--- config.mk ---
export PLATFORM = sky130hd
export DESIGN_NAME = bei_top
export DESIGN_NICKNAME = d
export VERILOG_FILES = /design/src/core/bei_pkg.sv /design/src/core/bei_prbs_gen.sv /design/src/core/bei_rate_tick.sv /design/src/core/bei_top.sv
export SDC_FILE = /design/constraint.sdc
export NUM_CORES = 1
export LEC_CHECK = 0
export ABC_AREA = 0
export BUFFER_PORTS_ARGS = -buffer_cell sky130_fd_sc_hd__buf_4
export CORE_ASPECT_RATIO = 1.75
export CORE_MARGIN = 4
export CORE_UTILIZATION = 60
export DETAILED_ROUTE_END_ITERATION = 6
export PLACE_DENSITY_LB_ADDON = 0.05
export SLEW_MARGIN = 5
export SYNTH_ARGS = -nofsm -noshare
export SYNTH_HDL_FRONTEND = slang
export SYNTH_SLANG_ARGS = --single-unit
--- constraint.sdc ---
create_clock -name clk_sys -period 20.9 [get_ports clk_sys]
set_input_delay 5.225 -clock clk_sys [delete_from_list [all_inputs] [get_ports clk_sys]]
set_output_delay 5.225 -clock clk_sys [all_outputs]
set_load 0.02 [all_outputs]
--- src/core/bei_pkg.sv ---
// package: shared constants and types for the bit error insert and sync block
package bei_pkg;

  // ****************************************************************
  // register map, byte addresses on the 32-bit bus
  // ****************************************************************
  localparam int         ADDR_W    = 4;
  localparam logic [3:0] ADDR_CTRL = 4'h0;
  localparam logic [3:0] ADDR_CMD  = 4'h4;
  localparam logic [3:0] ADDR_STAT = 4'h8;
  localparam logic [3:0] ADDR_ECNT = 4'hc;

  // ****************************************************************
  // field positions and reset values
  // ****************************************************************
  localparam int          CMD_INSERT_BIT = 0;
  localparam int          STAT_LAMP_BIT  = 0;
  localparam int          STAT_RPT_BIT   = 1;
  localparam int          STAT_DATA_BIT  = 2;
  localparam logic [31:0] CTRL_RST       = 32'h0000_0000;
  localparam logic [31:0] ECNT_RST       = 32'h0000_0000;

  // ****************************************************************
  // bus answers
  // ****************************************************************
  localparam logic [1:0] RESP_OKAY   = 2'h0;
  localparam logic [1:0] RESP_SLVERR = 2'h2;

  // ****************************************************************
  // pattern and rate constants
  // ****************************************************************
  localparam int         PRBS_STAGES = 7;
  localparam int         PRBS_TAP_A  = 6;
  localparam int         PRBS_TAP_B  = 7;
  localparam int         PRBS_LEN    = 127;
  localparam logic [6:0] PRBS_SEED   = 7'h7f;
  localparam logic [3:0] RATE_SEL_MAX = 4'ha;    // 1e-2 .. 1e-12, eleven settings
  localparam int         RATE_W      = 40;       // holds 10^12
  localparam logic [39:0] RATE_BASE  = 40'h00_0000_0064; // 100 bits at 1e-2

  // control register layout
  typedef struct packed {
    logic [19:0] rsvdHi;
    logic [3:0]  rateSel;   // decade index, 0 = 1e-2
    logic [3:0]  rsvdLo;
    logic        syncSrc;   // 0 generator data, 1 checker data
    logic        patPrbs;   // 0 alternating 0/1, 1 seven-stage pseudo-random
    logic        rptMode;   // 0 single, 1 repeat
    logic        errEna;    // insertion enable
  } bei_ctrl_t;

  // single insertion sequence
  typedef enum logic [1:0] {
    INS_IDLE,
    INS_ARMED,
    INS_SHOWN
  } bei_ins_st_t;

endpackage

--- src/core/bei_prbs_gen.sv ---
// seven-stage pseudo-random generator with a wrap pulse once per period
`timescale 1ns/1ns
module bei_prbs_gen
  import bei_pkg::*;
#(
  parameter int STAGES = PRBS_STAGES
) (
  input  wire logic clk_sys,
  input  wire logic rst,
  output logic      prbsBit,
  output logic      prbsWrap
);

  logic [STAGES-1:0] lfsr_ff;
  logic [STAGES-1:0] nxt_lfsr;
  logic              feedBit;

  // feedback from stages six and seven
  assign feedBit = lfsr_ff[PRBS_TAP_A-1] ^ lfsr_ff[PRBS_TAP_B-1];

  // shift chain, one stage per bit
  for (genvar i = 0; i < STAGES; i++) begin : gStage
    if (i == 0) begin : gHead
      assign nxt_lfsr[i] = feedBit;
    end else begin : gBody
      assign nxt_lfsr[i] = lfsr_ff[i-1];
    end
  end

  // seed is all ones so the all-zero lock-up state is never entered
  always_ff @(posedge clk_sys or posedge rst) begin
    if (rst) begin
      lfsr_ff <= PRBS_SEED;
    end else begin
      lfsr_ff <= nxt_lfsr;
    end
  end

  assign prbsBit  = lfsr_ff[STAGES-1];
  assign prbsWrap = (lfsr_ff == PRBS_SEED);

endmodule

--- src/core/bei_rate_tick.sv ---
// decade rate divider: one tick every base times 10^sel bit cycles
`timescale 1ns/1ns
module bei_rate_tick
  import bei_pkg::*;
#(
  parameter logic [RATE_W-1:0] BASE = RATE_BASE
) (
  input  wire logic       clk_sys,
  input  wire logic       rst,
  input  wire logic       run,
  input  wire logic [3:0] rateSel,
  output logic            tick
);

  logic [RATE_W-1:0] period;
  logic [RATE_W-1:0] cnt_ff;
  logic [RATE_W-1:0] nxt_cnt;
  logic              atEnd;

  // period = base * 10^sel; out-of-range selections clamp to the slowest
  function automatic logic [RATE_W-1:0] decadePeriod(input logic [3:0] sel);
    logic [RATE_W-1:0] p;
    logic [3:0]        s;
    p = BASE;
    s = (sel > RATE_SEL_MAX) ? RATE_SEL_MAX : sel;
    for (int k = 0; k < 10; k++) begin
      if (k < int'(s)) begin
        p = RATE_W'(p * RATE_W'(10));
      end
    end
    return p;
  endfunction

  assign period  = decadePeriod(rateSel);
  assign atEnd   = (cnt_ff >= period - RATE_W'(1));
  // counter restarts while stopped so the first error lands one full period in
  assign nxt_cnt = (!run || atEnd) ? '0 : cnt_ff + RATE_W'(1);
  assign tick    = run && atEnd;

  always_ff @(posedge clk_sys or posedge rst) begin
    if (rst) begin
      cnt_ff <= '0;
    end else begin
      cnt_ff <= nxt_cnt;
    end
  end

endmodule

--- src/core/bei_top.sv ---
// top: pattern source with bit error insertion, sync pulse and register slave
//
// The implementer's own choices: the AXI4-Lite slave port and the register offsets.
`timescale 1ns/1ns
module bei_top
  import bei_pkg::*;
#(
  parameter logic [RATE_W-1:0] RATE_BASE_BITS = RATE_BASE
) (
  input  wire logic              clk_sys,
  input  wire logic              rst,
  // axi4-lite write address
  input  wire logic [ADDR_W-1:0] s_axi_awaddr,
  input  wire logic              s_axi_awvalid,
  output logic                   s_axi_awready,
  // axi4-lite write data
  input  wire logic [31:0]       s_axi_wdata,
  input  wire logic [3:0]        s_axi_wstrb,
  input  wire logic              s_axi_wvalid,
  output logic                   s_axi_wready,
  // axi4-lite write response
  output logic [1:0]             s_axi_bresp,
  output logic                   s_axi_bvalid,
  input  wire logic              s_axi_bready,
  // axi4-lite read address
  input  wire logic [ADDR_W-1:0] s_axi_araddr,
  input  wire logic              s_axi_arvalid,
  output logic                   s_axi_arready,
  // axi4-lite read data
  output logic [31:0]            s_axi_rdata,
  output logic [1:0]             s_axi_rresp,
  output logic                   s_axi_rvalid,
  input  wire logic              s_axi_rready,
  // serial path
  input  wire logic              chkPatStart,
  output logic                   dataOut,
  output logic                   syncOut,
  output logic                   insertLamp
);

  // ****************************************************************
  // declarations
  // ****************************************************************
  bei_ctrl_t         ctrl_ff;
  logic [31:0]       ctrlWord;
  logic [31:0]       nxt_ctrlWord;
  logic [31:0]       errCnt_ff;
  logic [31:0]       nxt_errCnt;

  logic              awHeld_ff;
  logic [ADDR_W-1:0] awAddr_ff;
  logic              wHeld_ff;
  logic [31:0]       wData_ff;
  logic [3:0]        wStrb_ff;
  logic              bValid_ff;
  logic [1:0]        bResp_ff;
  logic              rValid_ff;
  logic [31:0]       rData_ff;
  logic [1:0]        rResp_ff;

  logic              awTake;
  logic              wTake;
  logic              wrDo;
  logic              wrCtrl;
  logic              wrCmd;
  logic              wrEcnt;
  logic              wrHit;
  logic              arTake;
  logic              rdHit;
  logic [31:0]       rdMux;
  logic [31:0]       statWord;

  bei_ins_st_t       insSt_ff;
  bei_ins_st_t       nxt_insSt;
  logic              insCmd;
  logic              singleFlip;
  logic              rptRun;
  logic              rptTick;
  logic              flipBit;

  logic              prbsBit;
  logic              prbsWrap;
  logic              altBit_ff;
  logic              patBit;
  logic              genWrap;
  logic              dataOut_ff;
  logic              syncOut_ff;

  // ****************************************************************
  // register bus slave
  // ****************************************************************

  // address and data are taken in either order and held until the write
  assign s_axi_awready = !awHeld_ff && !bValid_ff;
  assign s_axi_wready  = !wHeld_ff && !bValid_ff;
  assign awTake        = s_axi_awvalid && s_axi_awready;
  assign wTake         = s_axi_wvalid && s_axi_wready;
  assign wrDo          = awHeld_ff && wHeld_ff;

  // write decode
  assign wrCtrl = wrDo && (awAddr_ff == ADDR_CTRL);
  assign wrCmd  = wrDo && (awAddr_ff == ADDR_CMD);
  assign wrEcnt = wrDo && (awAddr_ff == ADDR_ECNT);
  assign wrHit  = (awAddr_ff == ADDR_CTRL) || (awAddr_ff == ADDR_CMD)
               || (awAddr_ff == ADDR_STAT) || (awAddr_ff == ADDR_ECNT);

  // byte lanes of the control word, one lane per strobe bit
  assign ctrlWord = ctrl_ff;
  for (genvar b = 0; b < 4; b++) begin : gLane
    assign nxt_ctrlWord[8*b +: 8] = (wrCtrl && wStrb_ff[b]) ? wData_ff[8*b +: 8]
                                                           : ctrlWord[8*b +: 8];
  end

  // write channel holding registers and response
  always_ff @(posedge clk_sys or posedge rst) begin
    if (rst) begin
      awHeld_ff <= 1'b0;
      awAddr_ff <= '0;
      wHeld_ff  <= 1'b0;
      wData_ff  <= '0;
      wStrb_ff  <= '0;
      bValid_ff <= 1'b0;
      bResp_ff  <= RESP_OKAY;
    end else begin
      if (awTake) begin
        awHeld_ff <= 1'b1;
        awAddr_ff <= s_axi_awaddr;
      end else if (wrDo) begin
        awHeld_ff <= 1'b0;
      end
      if (wTake) begin
        wHeld_ff <= 1'b1;
        wData_ff <= s_axi_wdata;
        wStrb_ff <= s_axi_wstrb;
      end else if (wrDo) begin
        wHeld_ff <= 1'b0;
      end
      if (wrDo) begin
        bValid_ff <= 1'b1;
        bResp_ff  <= wrHit ? RESP_OKAY : RESP_SLVERR;
      end else if (s_axi_bready) begin
        bValid_ff <= 1'b0;
      end
    end
  end

  // control register; reserved fields are forced back to zero
  always_ff @(posedge clk_sys or posedge rst) begin
    if (rst) begin
      ctrl_ff <= CTRL_RST;
    end else begin
      ctrl_ff        <= nxt_ctrlWord;
      ctrl_ff.rsvdHi <= '0;
      ctrl_ff.rsvdLo <= '0;
    end
  end

  // read path: one request at a time, data from a register
  assign s_axi_arready = !rValid_ff;
  assign arTake        = s_axi_arvalid && s_axi_arready;
  assign statWord      = {29'h0, dataOut_ff, rptRun, insertLamp};
  assign rdHit         = (s_axi_araddr == ADDR_CTRL) || (s_axi_araddr == ADDR_CMD)
                      || (s_axi_araddr == ADDR_STAT) || (s_axi_araddr == ADDR_ECNT);
  assign rdMux = (s_axi_araddr == ADDR_CTRL) ? ctrlWord :
                 (s_axi_araddr == ADDR_STAT) ? statWord :
                 (s_axi_araddr == ADDR_ECNT) ? errCnt_ff : 32'h0000_0000;

  always_ff @(posedge clk_sys or posedge rst) begin
    if (rst) begin
      rValid_ff <= 1'b0;
      rData_ff  <= '0;
      rResp_ff  <= RESP_OKAY;
    end else if (arTake) begin
      rValid_ff <= 1'b1;
      rData_ff  <= rdMux;
      rResp_ff  <= rdHit ? RESP_OKAY : RESP_SLVERR;
    end else if (s_axi_rready) begin
      rValid_ff <= 1'b0;
    end
  end

  assign s_axi_bvalid = bValid_ff;
  assign s_axi_bresp  = bResp_ff;
  assign s_axi_rvalid = rValid_ff;
  assign s_axi_rdata  = rData_ff;
  assign s_axi_rresp  = rResp_ff;

  // ****************************************************************
  // pattern sources
  // ****************************************************************
  bei_prbs_gen #(
    .STAGES (PRBS_STAGES)
  ) uPrbs (
    .clk_sys  (clk_sys),
    .rst      (rst),
    .prbsBit  (prbsBit),
    .prbsWrap (prbsWrap)
  );

  // alternating source free-runs so a later switch has no phase jump
  always_ff @(posedge clk_sys or posedge rst) begin
    if (rst) begin
      altBit_ff <= 1'b0;
    end else begin
      altBit_ff <= !altBit_ff;
    end
  end

  // pattern select and its repetition marker
  assign patBit  = ctrl_ff.patPrbs ? prbsBit : altBit_ff;
  assign genWrap = ctrl_ff.patPrbs ? prbsWrap : !altBit_ff;

  // ****************************************************************
  // error insertion
  // ****************************************************************

  // single command only counts with enable on and single mode chosen
  assign insCmd = wrCmd && wStrb_ff[0] && wData_ff[CMD_INSERT_BIT]
               && ctrl_ff.errEna && !ctrl_ff.rptMode;

  // armed: flip this bit; shown: lamp holds one more cycle.
  // a command landing in the flip cycle re-arms, so it is never lost
  always_comb begin
    nxt_insSt = insSt_ff;
    case (insSt_ff)
      INS_IDLE: begin
        if (insCmd) begin
          nxt_insSt = INS_ARMED;
        end
      end
      INS_ARMED: begin
        nxt_insSt = insCmd ? INS_ARMED : INS_SHOWN;
      end
      INS_SHOWN: begin
        nxt_insSt = insCmd ? INS_ARMED : INS_IDLE;
      end
      default: begin
        nxt_insSt = INS_IDLE;
      end
    endcase
  end

  always_ff @(posedge clk_sys or posedge rst) begin
    if (rst) begin
      insSt_ff <= INS_IDLE;
    end else begin
      insSt_ff <= nxt_insSt;
    end
  end

  assign singleFlip = (insSt_ff == INS_ARMED);
  assign insertLamp = (insSt_ff != INS_IDLE);

  // repeat mode stops the very cycle enable drops
  assign rptRun = ctrl_ff.errEna && ctrl_ff.rptMode;

  bei_rate_tick #(
    .BASE (RATE_BASE_BITS)
  ) uRate (
    .clk_sys (clk_sys),
    .rst     (rst),
    .run     (rptRun),
    .rateSel (ctrl_ff.rateSel),
    .tick    (rptTick)
  );

  assign flipBit = singleFlip || (rptRun && rptTick);

  // error counter, software may reload it; a flip wins over the write
  assign nxt_errCnt = flipBit ? errCnt_ff + 32'h1
                    : (wrEcnt ? wData_ff : errCnt_ff);

  always_ff @(posedge clk_sys or posedge rst) begin
    if (rst) begin
      errCnt_ff <= ECNT_RST;
    end else begin
      errCnt_ff <= nxt_errCnt;
    end
  end

  // ****************************************************************
  // serial outputs
  // ****************************************************************

  // data and sync share one register stage so they stay aligned
  always_ff @(posedge clk_sys or posedge rst) begin
    if (rst) begin
      dataOut_ff <= 1'b0;
      syncOut_ff <= 1'b0;
    end else begin
      dataOut_ff <= patBit ^ flipBit;
      syncOut_ff <= ctrl_ff.syncSrc ? chkPatStart : genWrap;
    end
  end

  assign dataOut = dataOut_ff;
  assign syncOut = syncOut_ff;

endmodule

After elaboration in Yosys (flattened, before gate mapping)
Cells that the tools add are included.
{ "totals": {"rom_bits": 0, "mem_bits_rw": 0, "wordCells": 133, "latch_bits": 0, "memories": 0, "reg_bits": 170} }
{ "classes": {"magnitude_cmp": 12, "n_eq_ne": 10, "addsub": 3, "reduce_logical": 42, "div_mod_pow": 0, "mux": 33, "n_shift": 0, "bitwise_logic": 2, "n_mul": 9} }
{ "ops": {"columns": ["operator", "count"], "rows": [
  ["$mux W40", 10],
  ["$mul A40 B3 Y39 const B", 8],
  ["$mux W32", 5],
  ["$add A40 B1 Y40 const B", 1],
  ["$ge A40 B40 Y1", 1],
  ["$sub A40 B1 Y40 const B", 1],
  ["$add A32 B1 Y32 const B", 1],
  ["$logic_and A1 B1 Y1", 18],
  ["$eq A4 B4 Y1 const B", 4],
  ["$lt A3 B4 Y1 const A", 4],
  ["$mul A10 B3 Y13 const B", 1],
  ["$reduce_bool A2 Y1", 6],
  ["$mux W1", 11],
  ["$mux W10", 1],
  ["$eq A4 B3 Y1 const B", 2],
  ["$logic_not A4 Y1", 2],
  ["$logic_or A1 B1 Y1", 8],
  ["$lt A1 B4 Y1 const A", 2],
  ["$lt A2 B4 Y1 const A", 2],
  ["$lt A4 B4 Y1 const A", 2],
  ["$mux W2", 4],
  ["$eq A7 B7 Y1 const B", 1],
  ["$logic_not A1 Y1", 7],
  ["$pmux W2 S3", 1],
  ["other kinds (7)", 8]
]} }

Longest topological paths before layout
{ "depth": {"depth_word": 28, "mapped_depth": 82, "ltp_nobuf": 77} }

By module
Synthesis repeated with hierarchy kept, for this count alone.
{ "hier_totals": {"cells_unflattened": 2548, "hier_area_um2": 20843.7} }
{ "by_module_without_submodules": {"columns": ["module", "area_per_inst_um2", "seq_area_each_um2", "cells_each", "n_inst"], "rows": [
  ["bei_rate_tick", 15122.0, 1001.0, 2001, 1],
  ["bei_top", 5510.3, 3027.9, 535, 1],
  ["bei_prbs_gen", 211.5, 183.9, 12, 1]
]} }

Least setup slack after synthesis
Ideal clock, no wire load.
{ "synth_path": {"path_kind": "register -> register", "from": "register ctrl_ff (netlist bit ctrlWord[11])", "to": "register errCnt_ff[6]", "slack_ps": 5281, "period_less_slack_ps": 15619, "required_ps": 20763, "path_stages_with_launch": 75, "t_arrival_ps": 15482, "path_cell_list": "dfrtp_1 -> nor2_1 -> inv_2 -> buf_1 -> buf_1 -> nor3_1 -> ha_1 -> clkbuf_1 -> inv_1 -> ha_1 -> nor2b_1 -> mux2i_1 -> o22ai_1 -> ha_1 -> ha_1 -> a21oi_1 -> o21bai_1 -> o21ai_0 -> (+39 left out) -> a21o_1 -> a21oi_1 -> nand2_1 -> o21ai_0 -> a31oi_1 -> o21a_1 -> o41ai_1 -> xor3_1 -> a22oi_1 -> ha_1 -> nand4_1 -> nor4_1 -> a221o_1 -> o21ai_1 -> nand3_1 -> clkbuf_1 -> o22ai_1 -> a21oi_1"} }
{ "synth_between": {"elab_chain_len": 28} }
{ "synth_lines": {"columns": ["element", "line", "rtl"], "rows": [
  ["from (decl)", "bei_top.sv:44", "bei_ctrl_t ctrl_ff;"],
  ["from (signal assigned)", "bei_top.sv:152", "ctrl_ff <= nxt_ctrlWord;"],
  ["$gt A4 B4 Y1", "bei_rate_tick.sv:25", "s = (sel > RATE_SEL_MAX) ? RATE_SEL_MAX : sel;"],
  ["$mux W4 (*)", "bei_rate_tick.sv:25", null],
  ["$lt A1 B4 Y1", "bei_rate_tick.sv:27", "if (k < int'(s)) begin"],
  ["$mux W10", "bei_rate_tick.sv:27", null],
  ["$mul A10 B3 Y13", "bei_rate_tick.sv:28", "p = RATE_W'(p * RATE_W'(10));"],
  ["$mux W40", "bei_rate_tick.sv:27", null],
  ["$mul A40 B3 Y39", "bei_rate_tick.sv:28", null],
  ["$mux W40", "bei_rate_tick.sv:27", null],
  ["(+12 left out)", null, null],
  ["$mul A40 B3 Y39", "bei_rate_tick.sv:28", null],
  ["$mux W40 (*)", "bei_rate_tick.sv:27", null],
  ["$sub A40 B1 Y40 (*)", "bei_rate_tick.sv:35", "assign atEnd = (cnt_ff >= period - RATE_W'(1));"],
  ["$ge A40 B40 Y1 (*)", "bei_rate_tick.sv:35", null],
  ["$logic_and A1 B1 Y1 (*)", "bei_rate_tick.sv:38", "assign tick = run && atEnd;"],
  ["$logic_and A1 B1 Y1 (*)", "bei_top.sv:267", "assign flipBit = singleFlip || (rptRun && rptTick);"],
  ["$logic_or A1 B1 Y1 (*)", "bei_top.sv:267", null],
  ["$mux W32 / $reduce_bool A2 Y1 (equally long branches)", null, null],
  ["to (signal assigned)", "bei_top.sv:277", "errCnt_ff <= nxt_errCnt;"],
  ["to (decl)", "bei_top.sv:47", "logic [31:0] errCnt_ff;"]
]} }
Every way passes the cells marked *; elsewhere a longest branch is shown, timed or not.
A chain may end at the register's enable or synchronous reset.

Worst setup path after layout
{ "layout_path": {"from": "register ctrl_ff (netlist bit ctrlWord[11])", "to": "register errCnt_ff[11]"} }
Same word-level chain as after synthesis.

==> flow_metrics.py <==
metrics = {
    "timing": {
        "total_negative_slack_for_setup_checks_ns": 0,
        "period_needed_ns": 19.05,
        "hold_viol": 0,
        "slew_viol_final": 0,
        "finClkSkew_ns": 0.00791,
        "setup_viol": 0,
        "post-route-period-util_pct": 91.2,
        "max_freq_mhz": 52.5,
        "grt_setup_unrepaired": "no",
        "maxSlewHeadroom_pct": 19.8,
        "setup_slack_ns": 1.85,
        "worst-slew-pin-transition_ns": 1.17,
    },
    "drt": {
        "detail_route.iter0.violations": 746,
        "drt_first_pass_iters": 5,
        "post-route-drc-count": 0,
        "antenna_left": 0,
        "dr_total_vias": 18300,
        "avgRoutedWirePerCell_um": 19.2,
        "routed_wl_um": 54600,
        "vias_per_cell": 6.41,
    },
    "critical_path": {
        "path_buf_inv": 2,
        "critical_path.endpoint_type": "register",
        "critical_path.top_delay_family": "compound AO/OA/AOI/OAI gates",
        "worst_path_max_delay_cell": "sky130_fd_sc_hd__nor2_1",
        "critPathMostFrequentCell": "sky130_fd_sc_hd__ha_1",
        "cp.arrival_ns": 19.41,
        "critPathKind": "reg -> reg",
        "critPathMaxStageDelay_ns": 0.79,
        "worstPathRequired_ns": 21.26,
        "critical_path_peak_fanout": 47,
        "worst_setup_path_start_kind": "register",
    },
    "clock_network": {
        "clockBufferDepth": 2,
        "cts.sink_count": 168,
        "cts.repair_timing.setup_buffer_count": 0,
        "cts-hold-fix-buffers": 0,
        "clk_pin_slew_ns": 0.07,
        "cts_tree": "built",
        "cts_resized": 0,
        "worstSkewPairLatency_ns": 0.43,
        "ctsRootBufferMaster": "sky130_fd_sc_hd__clkbuf_16",
        "h-tree-depth": 4,
        "tritoncts.num_buffers": 17,
    },
    "final_layout": {
        "design_area_final_um2": 21300,
        "final_nets": 2838,
        "synthToLayoutAreaGrowth_pct": 8.16,
        "final_layout_size_suffix_gt1_share_pct": 10.3,
        "num_antenna_cells": 0,
    },
    "floorplan": {
        "placeableCoreArea_um2": 32300,
        "fp-row-count": 87,
        "die_x_um": 145,
        "die_height_um": 248,
        "boundaryPins": 96,
        "initial_utilization_pct": 60.9,
        "floorplan.die_area_um2": 35900,
    },
    "place": {
        "dpl-instance-area_um2": 20700,
        "hpwlAfterDp_um": 43800,
        "pre_cts_ws_ns": 2.23,
        "port-buffer-count": 91,
        "gp_congestion": 0.933,
    },
    "global_route": {
        "grt_first_pass_wirelength_um": 90200,
        "first_global_vias": 19000,
        "grt_overflow": 0,
        "grt_resource_usage_total_pct": 30.2,
        "antenna_found_initial": 0,
        "grt_start_max_net_pins": 117,
    },
    "logic_synthesis": {
        "synth_top_area_share_pct": 21.6,
        "async_reset_ff_share_pct": 100,
        "synth.top_cells.by_area": "sky130_fd_sc_hd__ha_1 (22%), sky130_fd_sc_hd__dfrtp_1 (20%), sky130_fd_sc_hd__nor2_1 (4.6%), sky130_fd_sc_hd__nand2_1 (4.6%), sky130_fd_sc_hd__xnor2_1 (4.1%)",
        "syn_inst_count": 2395,
        "number_of_synthesized_register_bits": 168,
        "yosysWarnings": 0,
        "syn_area_um2": 19700,
        "synthDistinctLibCells": 92,
        "syn_area_per_cell_um2": 8.22,
        "synth.yosys.seq_area_share_pct": 21.4,
        "synthFlopType": "sky130_fd_sc_hd__dfrtp_1",
        "synth_top_area_cell": "sky130_fd_sc_hd__ha_1",
        "synth-edff-count": 0,
    },
    "min_path": {
        "worst_hold_path_type": "reg -> reg",
    },
    "run_status": {
        "status": "complete, no violations",
    },
    "job": {
        "timing.max_cap.violations": 0,
    },
}
-- layer usage --
metal  GRT usage, %  share of wire, %  routed length, um
met2           60.6                55              29800
met1           29.4                36              19700
met4           18.8               6.3               3410
met5              0                 0                  0
met3           2.87               3.0               1630
-- cell usage in the layout, fill, tap and decap left out, types with 32 or more instances in the layout --
cell type,synthesis,final
sky130_fd_sc_hd__ha_1,340,340
sky130_fd_sc_hd__nor2_1,242,242
sky130_fd_sc_hd__nand2_1,241,240
sky130_fd_sc_hd__dfrtp_1,161,160
sky130_fd_sc_hd__o21ai_0,155,155
sky130_fd_sc_hd__a21oi_1,155,154
sky130_fd_sc_hd__buf_4,2,115
sky130_fd_sc_hd__xnor2_1,92,92
sky130_fd_sc_hd__inv_1,87,86
sky130_fd_sc_hd__xor2_1,64,64
sky130_fd_sc_hd__a21o_1,62,62
sky130_fd_sc_hd__mux2_2,60,60
sky130_fd_sc_hd__nand3_1,49,49
sky130_fd_sc_hd__and2_1,44,44
sky130_fd_sc_hd__and3_1,42,42
sky130_fd_sc_hd__nor3_1,36,36
sky130_fd_sc_hd__nand4_1,34,34
sky130_fd_sc_hd__o21a_1,32,32
-- worst reg2reg max path, delay by kind of cell, from the launching register on --
family                   cells  cell delay [ns]
multiplexers                 1             0.08
AND/OR/NAND/NOR             15             3.80
XOR/XNOR                     4             0.85
flip-flops                   1             0.47
AO/OA/AOI/OAI               29             7.51
adder cells (fa/ha/maj)     18             5.85
buffers and inverters        2             0.46
-- final cells by class --
class	instances	area, um^2
multi-input combinational	2046	14800
sequential	168	4220
inverter	89	339
timing repair buffer	115	863
clock buffer	20	447
fill	2834	11000
clock inverter	12	150
tap	400	500
-- sequential cells by signal, summed over array words and instances, names as in the netlist, 2 cells and up --
register and cells:
errCnt_ff 32, awAddr_ff 4, wStrb_ff 2, wData_ff 32, uPrbs.lfsr_ff 7, uRate.cnt_ff 40, ctrlWord 8, s_axi_rdata 32
insSt_ff 2
-- synthesized netlist by cell type (8+ instances only) --
library cell and instances:
sky130_fd_sc_hd__ha_1 340, sky130_fd_sc_hd__nor2_1 242, sky130_fd_sc_hd__nand2_1 241, sky130_fd_sc_hd__dfrtp_1 161, sky130_fd_sc_hd__a21oi_1 155, sky130_fd_sc_hd__o21ai_0 155, sky130_fd_sc_hd__xnor2_1 92, sky130_fd_sc_hd__inv_1 87
sky130_fd_sc_hd__clkbuf_1 68, sky130_fd_sc_hd__xor2_1 64, sky130_fd_sc_hd__a21o_1 62, sky130_fd_sc_hd__mux2_2 60, sky130_fd_sc_hd__nand3_1 49, sky130_fd_sc_hd__and2_1 44, sky130_fd_sc_hd__and3_1 42, sky130_fd_sc_hd__nor3_1 36
sky130_fd_sc_hd__nand4_1 34, sky130_fd_sc_hd__o21a_1 32, sky130_fd_sc_hd__a31oi_1 26, sky130_fd_sc_hd__a211oi_1 25, sky130_fd_sc_hd__o22ai_1 23, sky130_fd_sc_hd__o21bai_1 22, sky130_fd_sc_hd__nor2b_1 20, sky130_fd_sc_hd__mux2i_1 15
sky130_fd_sc_hd__nand2b_1 15, sky130_fd_sc_hd__o211ai_1 14, sky130_fd_sc_hd__o21ai_1 14, sky130_fd_sc_hd__a22oi_1 12, sky130_fd_sc_hd__buf_2 12, sky130_fd_sc_hd__o31ai_1 12, sky130_fd_sc_hd__a221o_1 11, sky130_fd_sc_hd__or3_1 11
sky130_fd_sc_hd__a21boi_0 10, sky130_fd_sc_hd__buf_1 10, sky130_fd_sc_hd__or2_2 10, sky130_fd_sc_hd__fa_1 9, sky130_fd_sc_hd__a31o_2 8, sky130_fd_sc_hd__nor4_1 8, sky130_fd_sc_hd__o221ai_1 8
-- through the flow --
step,util (%),hold slack (ns),instances
6_report,65.9,0.359,2850
3_3_place_gp,64.0,0.357,2818
3_5_place_dp,64.0,0.359,2818
4_1_cts,65.9,0.363,2850
5_1_grt,65.9,0.361,2850
2_1_floorplan,-,0.354,2396
-- logic make-up (layout without fill, tap and decap cells) --
family          Yosys count  in the layout  share of synthesized area [%]
flops                   168            168                           21.4
other cells               1              2                         0.0190
compound gates          670            670                           22.1
fa+ha+maj               349            349                           22.5
xor+xnor                157            157                           7.06
simple gates            793            793                           19.1
buf+inv                 182            236                           3.62
mux                      75             75                           4.19
-- final timing paths --
path                                             from                    endpoint  slack, ns  depth (start not counted)
max in group asynchronous                         rst  uRate.cnt_ff[31]$_DFF_PP0_      14.57                          3
hold reg to reg            uPrbs.lfsr_ff[3]$_DFF_PP1_  uPrbs.lfsr_ff[4]$_DFF_PP1_       0.36                          0
setup reg to reg             ctrlWord[11]$_DFFE_PP0P_   errCnt_ff[11]$_DFFE_PP0P_       1.85                         69
setup / recovery             ctrlWord[11]$_DFFE_PP0P_   errCnt_ff[11]$_DFFE_PP0P_       1.85                         69
min in group asynchronous                         rst   uRate.cnt_ff[1]$_DFF_PP0_       5.00                          2
hold / removal             uPrbs.lfsr_ff[3]$_DFF_PP1_  uPrbs.lfsr_ff[4]$_DFF_PP1_       0.36                          0
Power is left out: the tool's default activity adds up to more than one toggle a clock period on the data nets, which glitch-free logic cannot reach.
